==> src/core/fws_pkg.sv <==
// Package: constants and carriers for the flash write-status poller
// Notes on behaviour
// - Host polls the program address, or an address inside an erasing sector.
// - After the top bit turns true, read once more before trusting data.
// - Host reads twice in a row; no toggle change means finished.
// - Toggling with failure bit high: recheck, then reset if still toggling.
// - Host that leaves the polling loop restarts from the double read.
// - After the failure bit rises and toggling persists on the recheck, host issues the reset command.
// - Host checks erase window bit around each added sector erase.
package fws_pkg;

  // ----------------------------------------------------------------
  // Register map of the host's own command port
  // ----------------------------------------------------------------
  localparam logic [3:0] ADDR_CTRL   = 4'h0;  // W: start, mode, window check
  localparam logic [3:0] ADDR_TARGET = 4'h1;  // W: poll address
  localparam logic [3:0] ADDR_EXPECT = 4'h2;  // R/W: expected data
  localparam logic [3:0] ADDR_STATUS = 4'h3;  // R: poller status
  localparam logic [3:0] ADDR_LAST   = 4'h4;  // R: last word read
  localparam logic [3:0] ADDR_WINDOW = 4'h5;  // R: window check
  localparam int CTRL_START = 0;
  localparam int CTRL_ERASE = 1;
  localparam int CTRL_RESET = 2;
  localparam int ST_BUSY = 0;
  localparam int ST_DONE = 1;
  localparam int ST_FAIL = 2;
  localparam int ST_RB   = 3;

  // Data bus bit positions of the status bits
  localparam int BIT_POLL  = 7;
  localparam int BIT_TOG1  = 6;
  localparam int BIT_FAIL  = 5;
  localparam int BIT_WIN   = 3;
  localparam int BIT_TOG2  = 2;

  // Flash reset command written to any address
  localparam logic [7:0]  CMD_RESET   = 8'hf0;
  localparam logic [19:0] RESET_ADDR  = 20'h00000;

  // ----------------------------------------------------------------
  // Bus cycle timing
  // ----------------------------------------------------------------
  localparam int CLK_NS       = 10;
  localparam int READ_NS      = 120;  // Longest access of slowest grade
  localparam int READ_CYC     = (READ_NS + CLK_NS - 1) / CLK_NS;
  localparam int WRITE_NS     = 50;
  localparam int WRITE_CYC    = (WRITE_NS + CLK_NS - 1) / CLK_NS;
  localparam logic [3:0] RD_CNT = 4'(READ_CYC);
  localparam logic [3:0] WR_CNT = 4'(WRITE_CYC);

  // ----------------------------------------------------------------
  // Carriers
  // ----------------------------------------------------------------
  typedef struct packed {
    logic [19:0] addr;
    logic [7:0]  data_out;
    logic        data_oe;
    logic        ce_n;
    logic        oe_n;
    logic        we_n;
  } fws_flash_t;

  typedef struct packed {
    logic [3:0] addr;
    logic [7:0] wdata;
    logic       wr;
    logic       rd;
  } fws_cmd_t;

endpackage : fws_pkg

==> src/core/fws_sync.sv <==
// Two-stage synchroniser for the flash data bus and ready/busy pin
`timescale 1ns/1ns
module fws_sync (
  input  wire logic       ref_clk_in,
  input  wire logic       rst_in,
  input  wire logic [8:0] async_in,
  output logic      [8:0] sync_out
);
  logic [8:0] stage1;

  // First stage feeds only the second stage
  always_ff @(posedge ref_clk_in) begin
    if (rst_in) begin
      stage1   <= 9'h1ff;
      sync_out <= 9'h1ff;
    end else begin
      stage1   <= async_in;
      sync_out <= stage1;
    end
  end
endmodule : fws_sync

==> src/core/fws_poller.sv <==
// Host-side poller that runs the toggle and data polling algorithms
`timescale 1ns/1ns
module fws_poller (
  input  wire logic              ref_clk_in,
  input  wire logic              rst_in,
  input  wire fws_pkg::fws_cmd_t cmd_in,
  output logic            [7:0]  rdata_out,
  input  wire logic       [7:0]  flash_data_in,
  input  wire logic              ready_busy_in,
  output fws_pkg::fws_flash_t    flash_out
);
  import fws_pkg::*;

  typedef enum logic [6:0] {
    S_IDLE  = 7'b0000001,
    S_READ  = 7'b0000010,
    S_EVAL  = 7'b0000100,
    S_WRITE = 7'b0001000,
    S_DONE  = 7'b0010000,
    S_FAIL  = 7'b0100000,
    S_WCHK  = 7'b1000000
  } fws_state_t;

  typedef struct packed {
    fws_state_t  state;
    fws_flash_t  bus;
    logic [3:0]  cnt;
    logic [1:0]  nreads;    // 1 once the first read since the (re)start is stored
    logic [7:0]  prev;
    logic [7:0]  last;
    logic        erase;
    logic        fail_seen;
    logic        busy;
    logic        done;
    logic        failed;
    logic        win_req;
    logic        win_bit;
    logic [19:0] target;
    logic [7:0]  expect_d;
    logic [7:0]  rdata;
  } fws_regs_t;

  fws_regs_t r;
  fws_regs_t next_r;
  logic [8:0] pins_sync;
  logic [7:0] dq;
  logic       rb_pin;

  // Pins cross into the clock domain before any logic looks at them
  fws_sync u_sync (
    .ref_clk_in (ref_clk_in),
    .rst_in     (rst_in),
    .async_in   ({ready_busy_in, flash_data_in}),
    .sync_out   (pins_sync)
  );
  assign dq     = pins_sync[7:0];
  assign rb_pin = pins_sync[8];

  // Status word seen by software
  function automatic logic [7:0] status_word(input fws_regs_t s,
                                              input logic rb);
    status_word = 8'h00;
    status_word[ST_BUSY] = s.busy;
    status_word[ST_DONE] = s.done;
    status_word[ST_FAIL] = s.failed;
    status_word[ST_RB]   = rb;
  endfunction : status_word

  // ----------------------------------------------------------------
  // Next-state logic
  // ----------------------------------------------------------------
  always_comb begin
    next_r = r;
    unique case (r.state)
      S_IDLE: begin
        if (r.busy || r.win_req) begin
          // Read cycle: ce and oe low, bus released
          next_r.bus.addr    = r.target;
          next_r.bus.ce_n    = 1'b0;
          next_r.bus.oe_n    = 1'b0;
          next_r.bus.data_oe = 1'b0;
          next_r.cnt         = RD_CNT;
          next_r.state       = S_READ;
        end
      end
      S_READ: begin
        if (r.cnt != 4'h0) begin
          next_r.cnt = r.cnt - 4'h1;
        end else begin
          next_r.bus.ce_n = 1'b1;
          next_r.bus.oe_n = 1'b1;
          next_r.prev     = r.last;
          next_r.last     = dq;
          next_r.state    = r.win_req ? S_WCHK : S_EVAL;
        end
      end
      S_WCHK: begin
        // Erase window check: 1 means no more sectors accepted
        next_r.win_bit = r.last[BIT_WIN];
        next_r.win_req = 1'b0;
        next_r.state   = S_IDLE;
      end
      S_EVAL: begin
        if (r.nreads == 2'd0) begin
          // First of the double read, only stored
          next_r.nreads = 2'd1;
          next_r.state  = S_IDLE;
        end else if (((r.prev ^ r.last) & 8'h44) == 8'h00) begin
          // No toggle: finished; this read was already the extra one
          // Quiet after a failure-flag recheck still counts as success
          next_r.busy   = 1'b0;
          next_r.done   = 1'b1;
          next_r.failed = 1'b0;
          next_r.state  = S_DONE;
          // Program: top bit must match expected data
          if (!r.erase && (r.last[BIT_POLL] != r.expect_d[BIT_POLL])) begin
            next_r.done   = 1'b0;
            next_r.failed = 1'b1;
          end
          // Erase done: polled bit is 1
          if (r.erase && !r.last[BIT_POLL]) begin
            next_r.done   = 1'b0;
            next_r.failed = 1'b1;
          end
        end else if (r.last[BIT_FAIL] && r.fail_seen) begin
          // Rechecked and still toggling with failure: reset
          next_r.bus.addr     = RESET_ADDR;
          next_r.bus.data_out = CMD_RESET;
          next_r.bus.data_oe  = 1'b1;
          next_r.bus.ce_n     = 1'b0;
          next_r.bus.we_n     = 1'b0;
          next_r.cnt          = WR_CNT;
          next_r.state        = S_WRITE;
        end else begin
          // Still toggling; remember a failure flag for one recheck
          next_r.fail_seen = r.last[BIT_FAIL];
          next_r.state     = S_IDLE;
        end
      end
      S_WRITE: begin
        if (r.cnt != 4'h0) begin
          next_r.cnt = r.cnt - 4'h1;
        end else begin
          // The part latches on the strobe's rising edge, so select and
          // data stay one cycle longer
          next_r.bus.we_n    = 1'b1;
          next_r.busy        = 1'b0;
          next_r.failed      = 1'b1;
          next_r.state       = S_FAIL;
        end
      end
      S_DONE: begin
        next_r.state = S_IDLE;
      end
      S_FAIL: begin
        // Release select and data once the strobe has risen
        next_r.bus.ce_n    = 1'b1;
        next_r.bus.data_oe = 1'b0;
        next_r.state       = S_IDLE;
      end
      default: begin
        next_r.state = S_IDLE;
      end
    endcase

    // Register port: writes and a read answered one cycle later
    next_r.rdata = 8'h00;
    if (cmd_in.rd) begin
      unique case (cmd_in.addr)
        ADDR_STATUS: next_r.rdata = status_word(r, rb_pin);
        ADDR_LAST:   next_r.rdata = r.last;
        ADDR_WINDOW: next_r.rdata = {6'h00, r.win_req, r.win_bit};
        ADDR_EXPECT: next_r.rdata = r.expect_d;
        default:     next_r.rdata = 8'h00;
      endcase
    end
    if (cmd_in.wr) begin
      unique case (cmd_in.addr)
        ADDR_TARGET: next_r.target = {12'h000, cmd_in.wdata};
        ADDR_EXPECT: next_r.expect_d = cmd_in.wdata;
        ADDR_CTRL: begin
          if (cmd_in.wdata[CTRL_START] && r.state == S_IDLE) begin
            // A new poll always restarts at the double read
            next_r.busy      = 1'b1;
            next_r.done      = 1'b0;
            next_r.failed    = 1'b0;
            next_r.nreads    = 2'd0;
            next_r.fail_seen = 1'b0;
            next_r.erase     = cmd_in.wdata[CTRL_ERASE];
          end
          if (cmd_in.wdata[CTRL_RESET] && r.state == S_IDLE) begin
            next_r.win_req = 1'b1;
          end
        end
        default: begin
        end
      endcase
    end
  end

  // ----------------------------------------------------------------
  // State register
  // ----------------------------------------------------------------
  always_ff @(posedge ref_clk_in) begin
    if (rst_in) begin
      r       <= '0;
      r.state <= S_IDLE;
      r.bus   <= '{addr: 20'h00000, data_out: 8'h00, data_oe: 1'b0,
                   ce_n: 1'b1, oe_n: 1'b1, we_n: 1'b1};
    end else begin
      r <= next_r;
    end
  end

  assign flash_out = r.bus;
  assign rdata_out = r.rdata;
endmodule : fws_poller

==> config.mk <==
export PLATFORM = sky130hd
export DESIGN_NAME = fws_poller
export DESIGN_NICKNAME = d
export VERILOG_FILES = /design/src/core/fws_pkg.sv /design/src/core/fws_sync.sv /design/src/core/fws_poller.sv
export SDC_FILE = /design/constraint.sdc
export NUM_CORES = 1
export LEC_CHECK = 0
export ABC_AREA = 1
export BUFFER_PORTS_ARGS = -buffer_cell sky130_fd_sc_hd__clkbuf_2
export CORE_MARGIN = 2
export CORE_UTILIZATION = 40
export CTS_CLUSTER_SIZE = 8
export DETAILED_ROUTE_END_ITERATION = 8
export PLACE_DENSITY = 0.63
export SYNTH_ARGS = -nofsm -noshare
export SYNTH_HDL_FRONTEND = slang
export SYNTH_SLANG_ARGS = --single-unit
==> constraint.sdc <==
create_clock -name ref_clk_in -period 1.45 [get_ports ref_clk_in]
set_input_delay 0.435 -clock ref_clk_in [delete_from_list [all_inputs] [get_ports ref_clk_in]]
set_output_delay 0.435 -clock ref_clk_in [all_outputs]
set_load 0.01 [all_outputs]
After elaboration in Yosys (flattened, before gate mapping):

Index checks and enable logic that the tools add are counted.

* multiplexer cells: 48
* order comparisons: 0
* $mul: 0
* reductions and logical operators: 32
* equality and inequality tests: 19
* shift operators: 0
* add/subtract/negate cells: 1
* div/mod/pow operators: 0
* bitwise logic cells: 5

Operators by type and width (number)
* 2-to-1 mux 30 bit: 3
* case mux 20 bit (2 select lines): 1
* 2-to-1 mux 5 bit: 7
* case mux 8 bit (4 select lines): 1
* case mux 7 bit (4 select lines): 1
* 2-to-1 mux 27 bit: 1
* 2-to-1 mux 7 bit: 3
* 2-to-1 mux 4 bit: 5
* 2-to-1 mux 2 bit: 9
* AND reduction 5 bit: 3
* != test 2 bit, second input constant: 6
* case mux 4 bit (3 select lines): 1
* AND reduction 6 bit: 2
* AND reduction 3 bit: 3
* equality test 4 x 2 -> 1 bit, second input constant: 2
* equality test 4 x 3 -> 1 bit, second input constant: 2
* zero test 8 bit: 1
* 2-to-1 mux 1 bit: 8
* case mux 1 bit (2 select lines): 4
* nonzero test 4 bit: 2
* equality test 7 x 1 -> 1 bit, second input constant: 1
* equality test 7 x 2 -> 1 bit, second input constant: 1
* equality test 7 x 3 -> 1 bit, second input constant: 1
* equality test 7 x 4 -> 1 bit, second input constant: 1
* 21 further kinds: 36

* bits of input ports: 25
* latch bits: 0
* memories kept: 0
* word-level logic and storage cells: 128
* output and inout bits: 40
* memory bits (read-only): 0
* register bits after elaboration: 102
* RAM bits: 0

Logic depth before layout (Yosys ltp):

* word-level depth: 10
* mapped depth: 11
* depth with buffers taken out: 11

Hierarchy:

A second synthesis with hierarchy kept.

* cell total of the unflattened synthesis: 499
* area total of the unflattened synthesis: 3736.1 µm²

By module, submodules not included
* fws_poller: area an instance 3221.8 µm², instances 1, sequential area each 1341.3 µm², cells an instance 443
* fws_sync: area an instance 514.2 µm², instances 1, sequential area each 360.3 µm², cells an instance 56

Worst setup path before layout:

No wires, ideal clock.

* path type: input to register
* start: input port cmd_in[1] in the netlist's numbering
* end: register r[16] in the netlist's numbering
* setup time: 0.120 ns
* setup slack: 0.076 ns
* stages: 7
* data arrival time: 1.254 ns
* path buffers: 1
* required time: 1.330 ns
* cell sequence: clkbuf_1 > nand2_1 > inv_1 > nand2_1 > clkinv_1 > o21ai_0 > a21oi_1

* longest elaborated chain between the ends: 1

RTL lines
* start, declared: line fws_poller.sv:6 `input wire fws_pkg::fws_cmd_t cmd_in,`
* AND reduction 2 bit (no source line)
* end signal, assigned: line fws_poller.sv:211 `r <= next_r;`
* end, declared: line fws_poller.sv:43 `fws_regs_t r;`

No other way between the ends.
A chain may end at the register's enable or synchronous reset.

Worst setup path after layout:

* start: register r[103] in the netlist's numbering
* end: register r[64] in the netlist's numbering

* longest elaborated chain between the ends: 4
* elaborated cells on any way between the ends: 13
* classes of those cells: eq/ne (9); mux (1); reduce/logical (3)

RTL lines
* equality test 7 x 4 -> 1 bit or equality test 7 x 2 -> 1 bit (tied branches): line fws_poller.sv:74 `unique case (r.state)`
* OR reduction 2 bit (no source line)
* != test 2 x 1 -> 1 bit (no source line) or nonzero test 3 bit (tied branches)
* AND reduction 6 bit (no source line)

Parallel ways exist; a longest one is shown, timed or not.

==> flow_summary.toml <==
[clock_network]
cts_buffer_depth = 2
cts_max_level = 3
hold_buffers = 0
cts.clk_slew.worst_paths_ps = 100
root_buffer = "clkbuf_8"
cts_buffers = 9
cts_tree = "built"
clkLatencyLatePin_ps = 360
clkSinkCount = 85

[routing]
wl_um = 7950
wl_met2_um = 3860
drtAntennaViolNets = 0
dr.pass1.iters = 4
wire_per_inst_um = 11.0
drtIter0Drc = 100
remaining_drc_errors = 0
vias_per_cell = 4.47
top_layer = "met4"
wl_met3_um = 337
num_vias = 3222
met1Wirelength_um = 3630

[global_route]
grt_pass1_wl_um = 13100
grt_max_degree = 37
grt_overflow_total = 0
track_usage_pct = 15.7
grt_pass1_vias = 2962
antenna_found_initial = 0

[placed_design]
dpl_cell_area_um2 = 4300
dp_slack_ps = -72.8
dp.cells = 698
hpwl_um = 5950
finalWeightedCongestion = 0.849
port_buffers = 48

[power_and_ir_drop]
pwr-share-comb_pct = 32.3
ir_drop_v = 0.000721
power_density_nw_per_um2 = 1390
power_frac_clock_pct = 27.4
p_leak_uw = 0.00212
p_int_uw = 4260
seqPwrFrac_pct = 40.3
switching_power_uw = 2250
p_sw_share_pct = 34.5

[floorplan]
chipWidth_um = 103
num_io_pins = 65
start_util_pct = 40.6
row_count = 36
core_area_um2 = 9640
fp.dieH_um = 103
die-area_um2 = 10600

[worst_setup_path]
crit_chain = "inv_2 > nand2_4 > nor2_8 > nand2_4 > a21oi_4 > nor2_8 > clkbuf_16 > a21oi_1 > nor2_1"
startpoint_type = "flip-flop"
crit_path_max_fanout = 8
r2r_slack_ps = 20
cp-end-kind = "flip-flop"
crit_path_max_incr_delay_ps = 330
critPathSlowestCell = "dfxtp_2"
crit_required_ps = 1710
worstSetupPathType = "flip-flop to flip-flop"
crit_arrival_ps = 1690

[yosys]
synth_edf_count = 0
ys_top_cells_by_area = "dfxtp_1 (43%), nand2_1 (10%), buf_4 (7.7%)"
syn_area_um2 = 3920
synth_cell_types = 34
ys_warn_count = 0
yosysSeqAreaShare_pct = 43.4
synth_top_area_share_pct = 43.4
ys_async_sr_fraction_pct = 0
avgSynthCellArea_um2 = 7.52
synth-main-ff-cell = "dfxtp_1"
synth_cells = 521
synth-seq-cells = 85
yosysTopAreaCell = "dfxtp_1"

[timing]
drv_slew = 0
setup_slack_ps = 16.6
timing.fmax_ghz = 0.698
rsz0062_at_grt = "yes"
clock-skew-final_ps = 10.8
finalHoldViolCount = 0
fin_crit_ps = 1430
post-route-period-util_pct = 98.9
setup_viol = 0

[finish]
drive_above_1_share_pct = 32.0
final_util_pct = 48.7
final_cell_area_um2 = 4690
final_cells = 721
nNetsFinal = 610
area_growth_pct = 19.8
antennaDiodeCount = 0

[min_path]
min_path_type = "input pin to flip-flop"

[job]
cap_violations = 0

[run_status]
status = "finished clean"
-- what timing repair did --
item / 4_1_cts / 5_1_grt
pin swaps: 1 / 13
setup endpoints to repair: 4 / 32
cloned: 0 / 1
buffers inserted: 2 / 4
gates resized for setup: 7 / 36
-- cells in the final DEF (no fill, tap or decap), drive strengths merged, types with 3 or more instances in the layout --
cell,Yosys,final
inv,61,66
nor2,60,60
clkbuf,7,58
or2,18,18
dfxtp,85,85
nand2,120,120
nand4,6,6
conb,1,16
clkinv,2,3
nand3,41,41
buf,46,40
o21ai,23,23
a21oi,36,36
nor3,4,4
-- Yosys cell counts, types with 6 or more instances --
cell / count
or2_2: 18
nand3_1: 34
nand2_2: 7
o21ai_0: 23
nor2_1: 51
nand2_1: 109
buf_4: 40
nand3_2: 6
inv_1: 58
nor2_2: 6
clkbuf_1: 7
dfxtp_1: 85
nand4_1: 6
a21oi_1: 34
-- registers in the layout, summed over array words and instances, names as in the netlist --
register and cells:
r 46, flash_out 13, u_sync.sync_out 9, rdata_out 8, u_sync.stage1 9
-- power by group through the flow --
stage	Combinational [µW]	Clock, µW	Sequential, µW
6_report	2100	1790	2620
5_1_grt	2370	1940	2650
4_1_cts	1890	1830	2620
3_5_place_dp	1850	0	2670
3_3_place_gp	1820	0	2660
2_1_floorplan	1410	0	2650
-- final timing paths --
path	start	endpoint	depth (start not counted)
worst min-delay path	flash_data_in[2]	u_sync.stage1[2]$_SDFF_PP1_	2
worst max-delay path	r[103]$_SDFFE_PP0P_	r[64]$_SDFFE_PP0P_	9
worst min register to register	u_sync.stage1[4]$_SDFF_PP1_	u_sync.sync_out[4]$_SDFF_PP1_	1
worst max register to register	r[103]$_SDFFE_PP0P_	r[64]$_SDFFE_PP0P_	9
-- routing by layer --
layer | up-vias | GRT usage (%)
li1 | 1701 | -
met1 | 1442 | 19.1
met2 | 70 | 27.2
met3 | 9 | 4.34
met4 | 0 | 4.25
met5 | - | 0
-- per-stage QoR --
step / power, µW / hold slack, ps / TNS, ps
finish: 6510 / 247 / 0
global route: 6960 / 222 / -868
CTS: 6340 / 237 / 0
detailed placement: 4510 / 392 / -185
global placement: 4480 / 392 / 0
floorplan: 4050 / 389 / 0
-- cells by family (layout without fill, tap and decap cells) --
family / after synthesis / count (layout) / synth area share, %
XOR/XNOR: 2 / 2 / 0.447
AND/OR/NAND/NOR: 251 / 251 / 30.9
AO/OA/AOI/OAI: 64 / 64 / 8.88
adder cells (fa/ha/maj): 2 / 2 / 0.639
other: 1 / 16 / 0.0957
buffers and inverters: 116 / 168 / 15.6
flip-flops: 85 / 85 / 43.4
-- critical path, delay by kind of cell, from the launching register on --
family / cells / cell delay, ps
buffers and inverters: 2 / 230
AOI/OAI and AO/OA: 2 / 300
and+or+nand+nor: 5 / 470
DFF: 1 / 330
-- layout make-up --
class	count	area [µm²]
clock inverter	7	87.6
inverter	63	236
multi-input combinational	335	1760
tap	133	166
clock buffer	9	124
sequential	85	1710
fill	989	4950
timing repair buffer	89	607
Note: power is estimated with default switching activity, not from simulation.
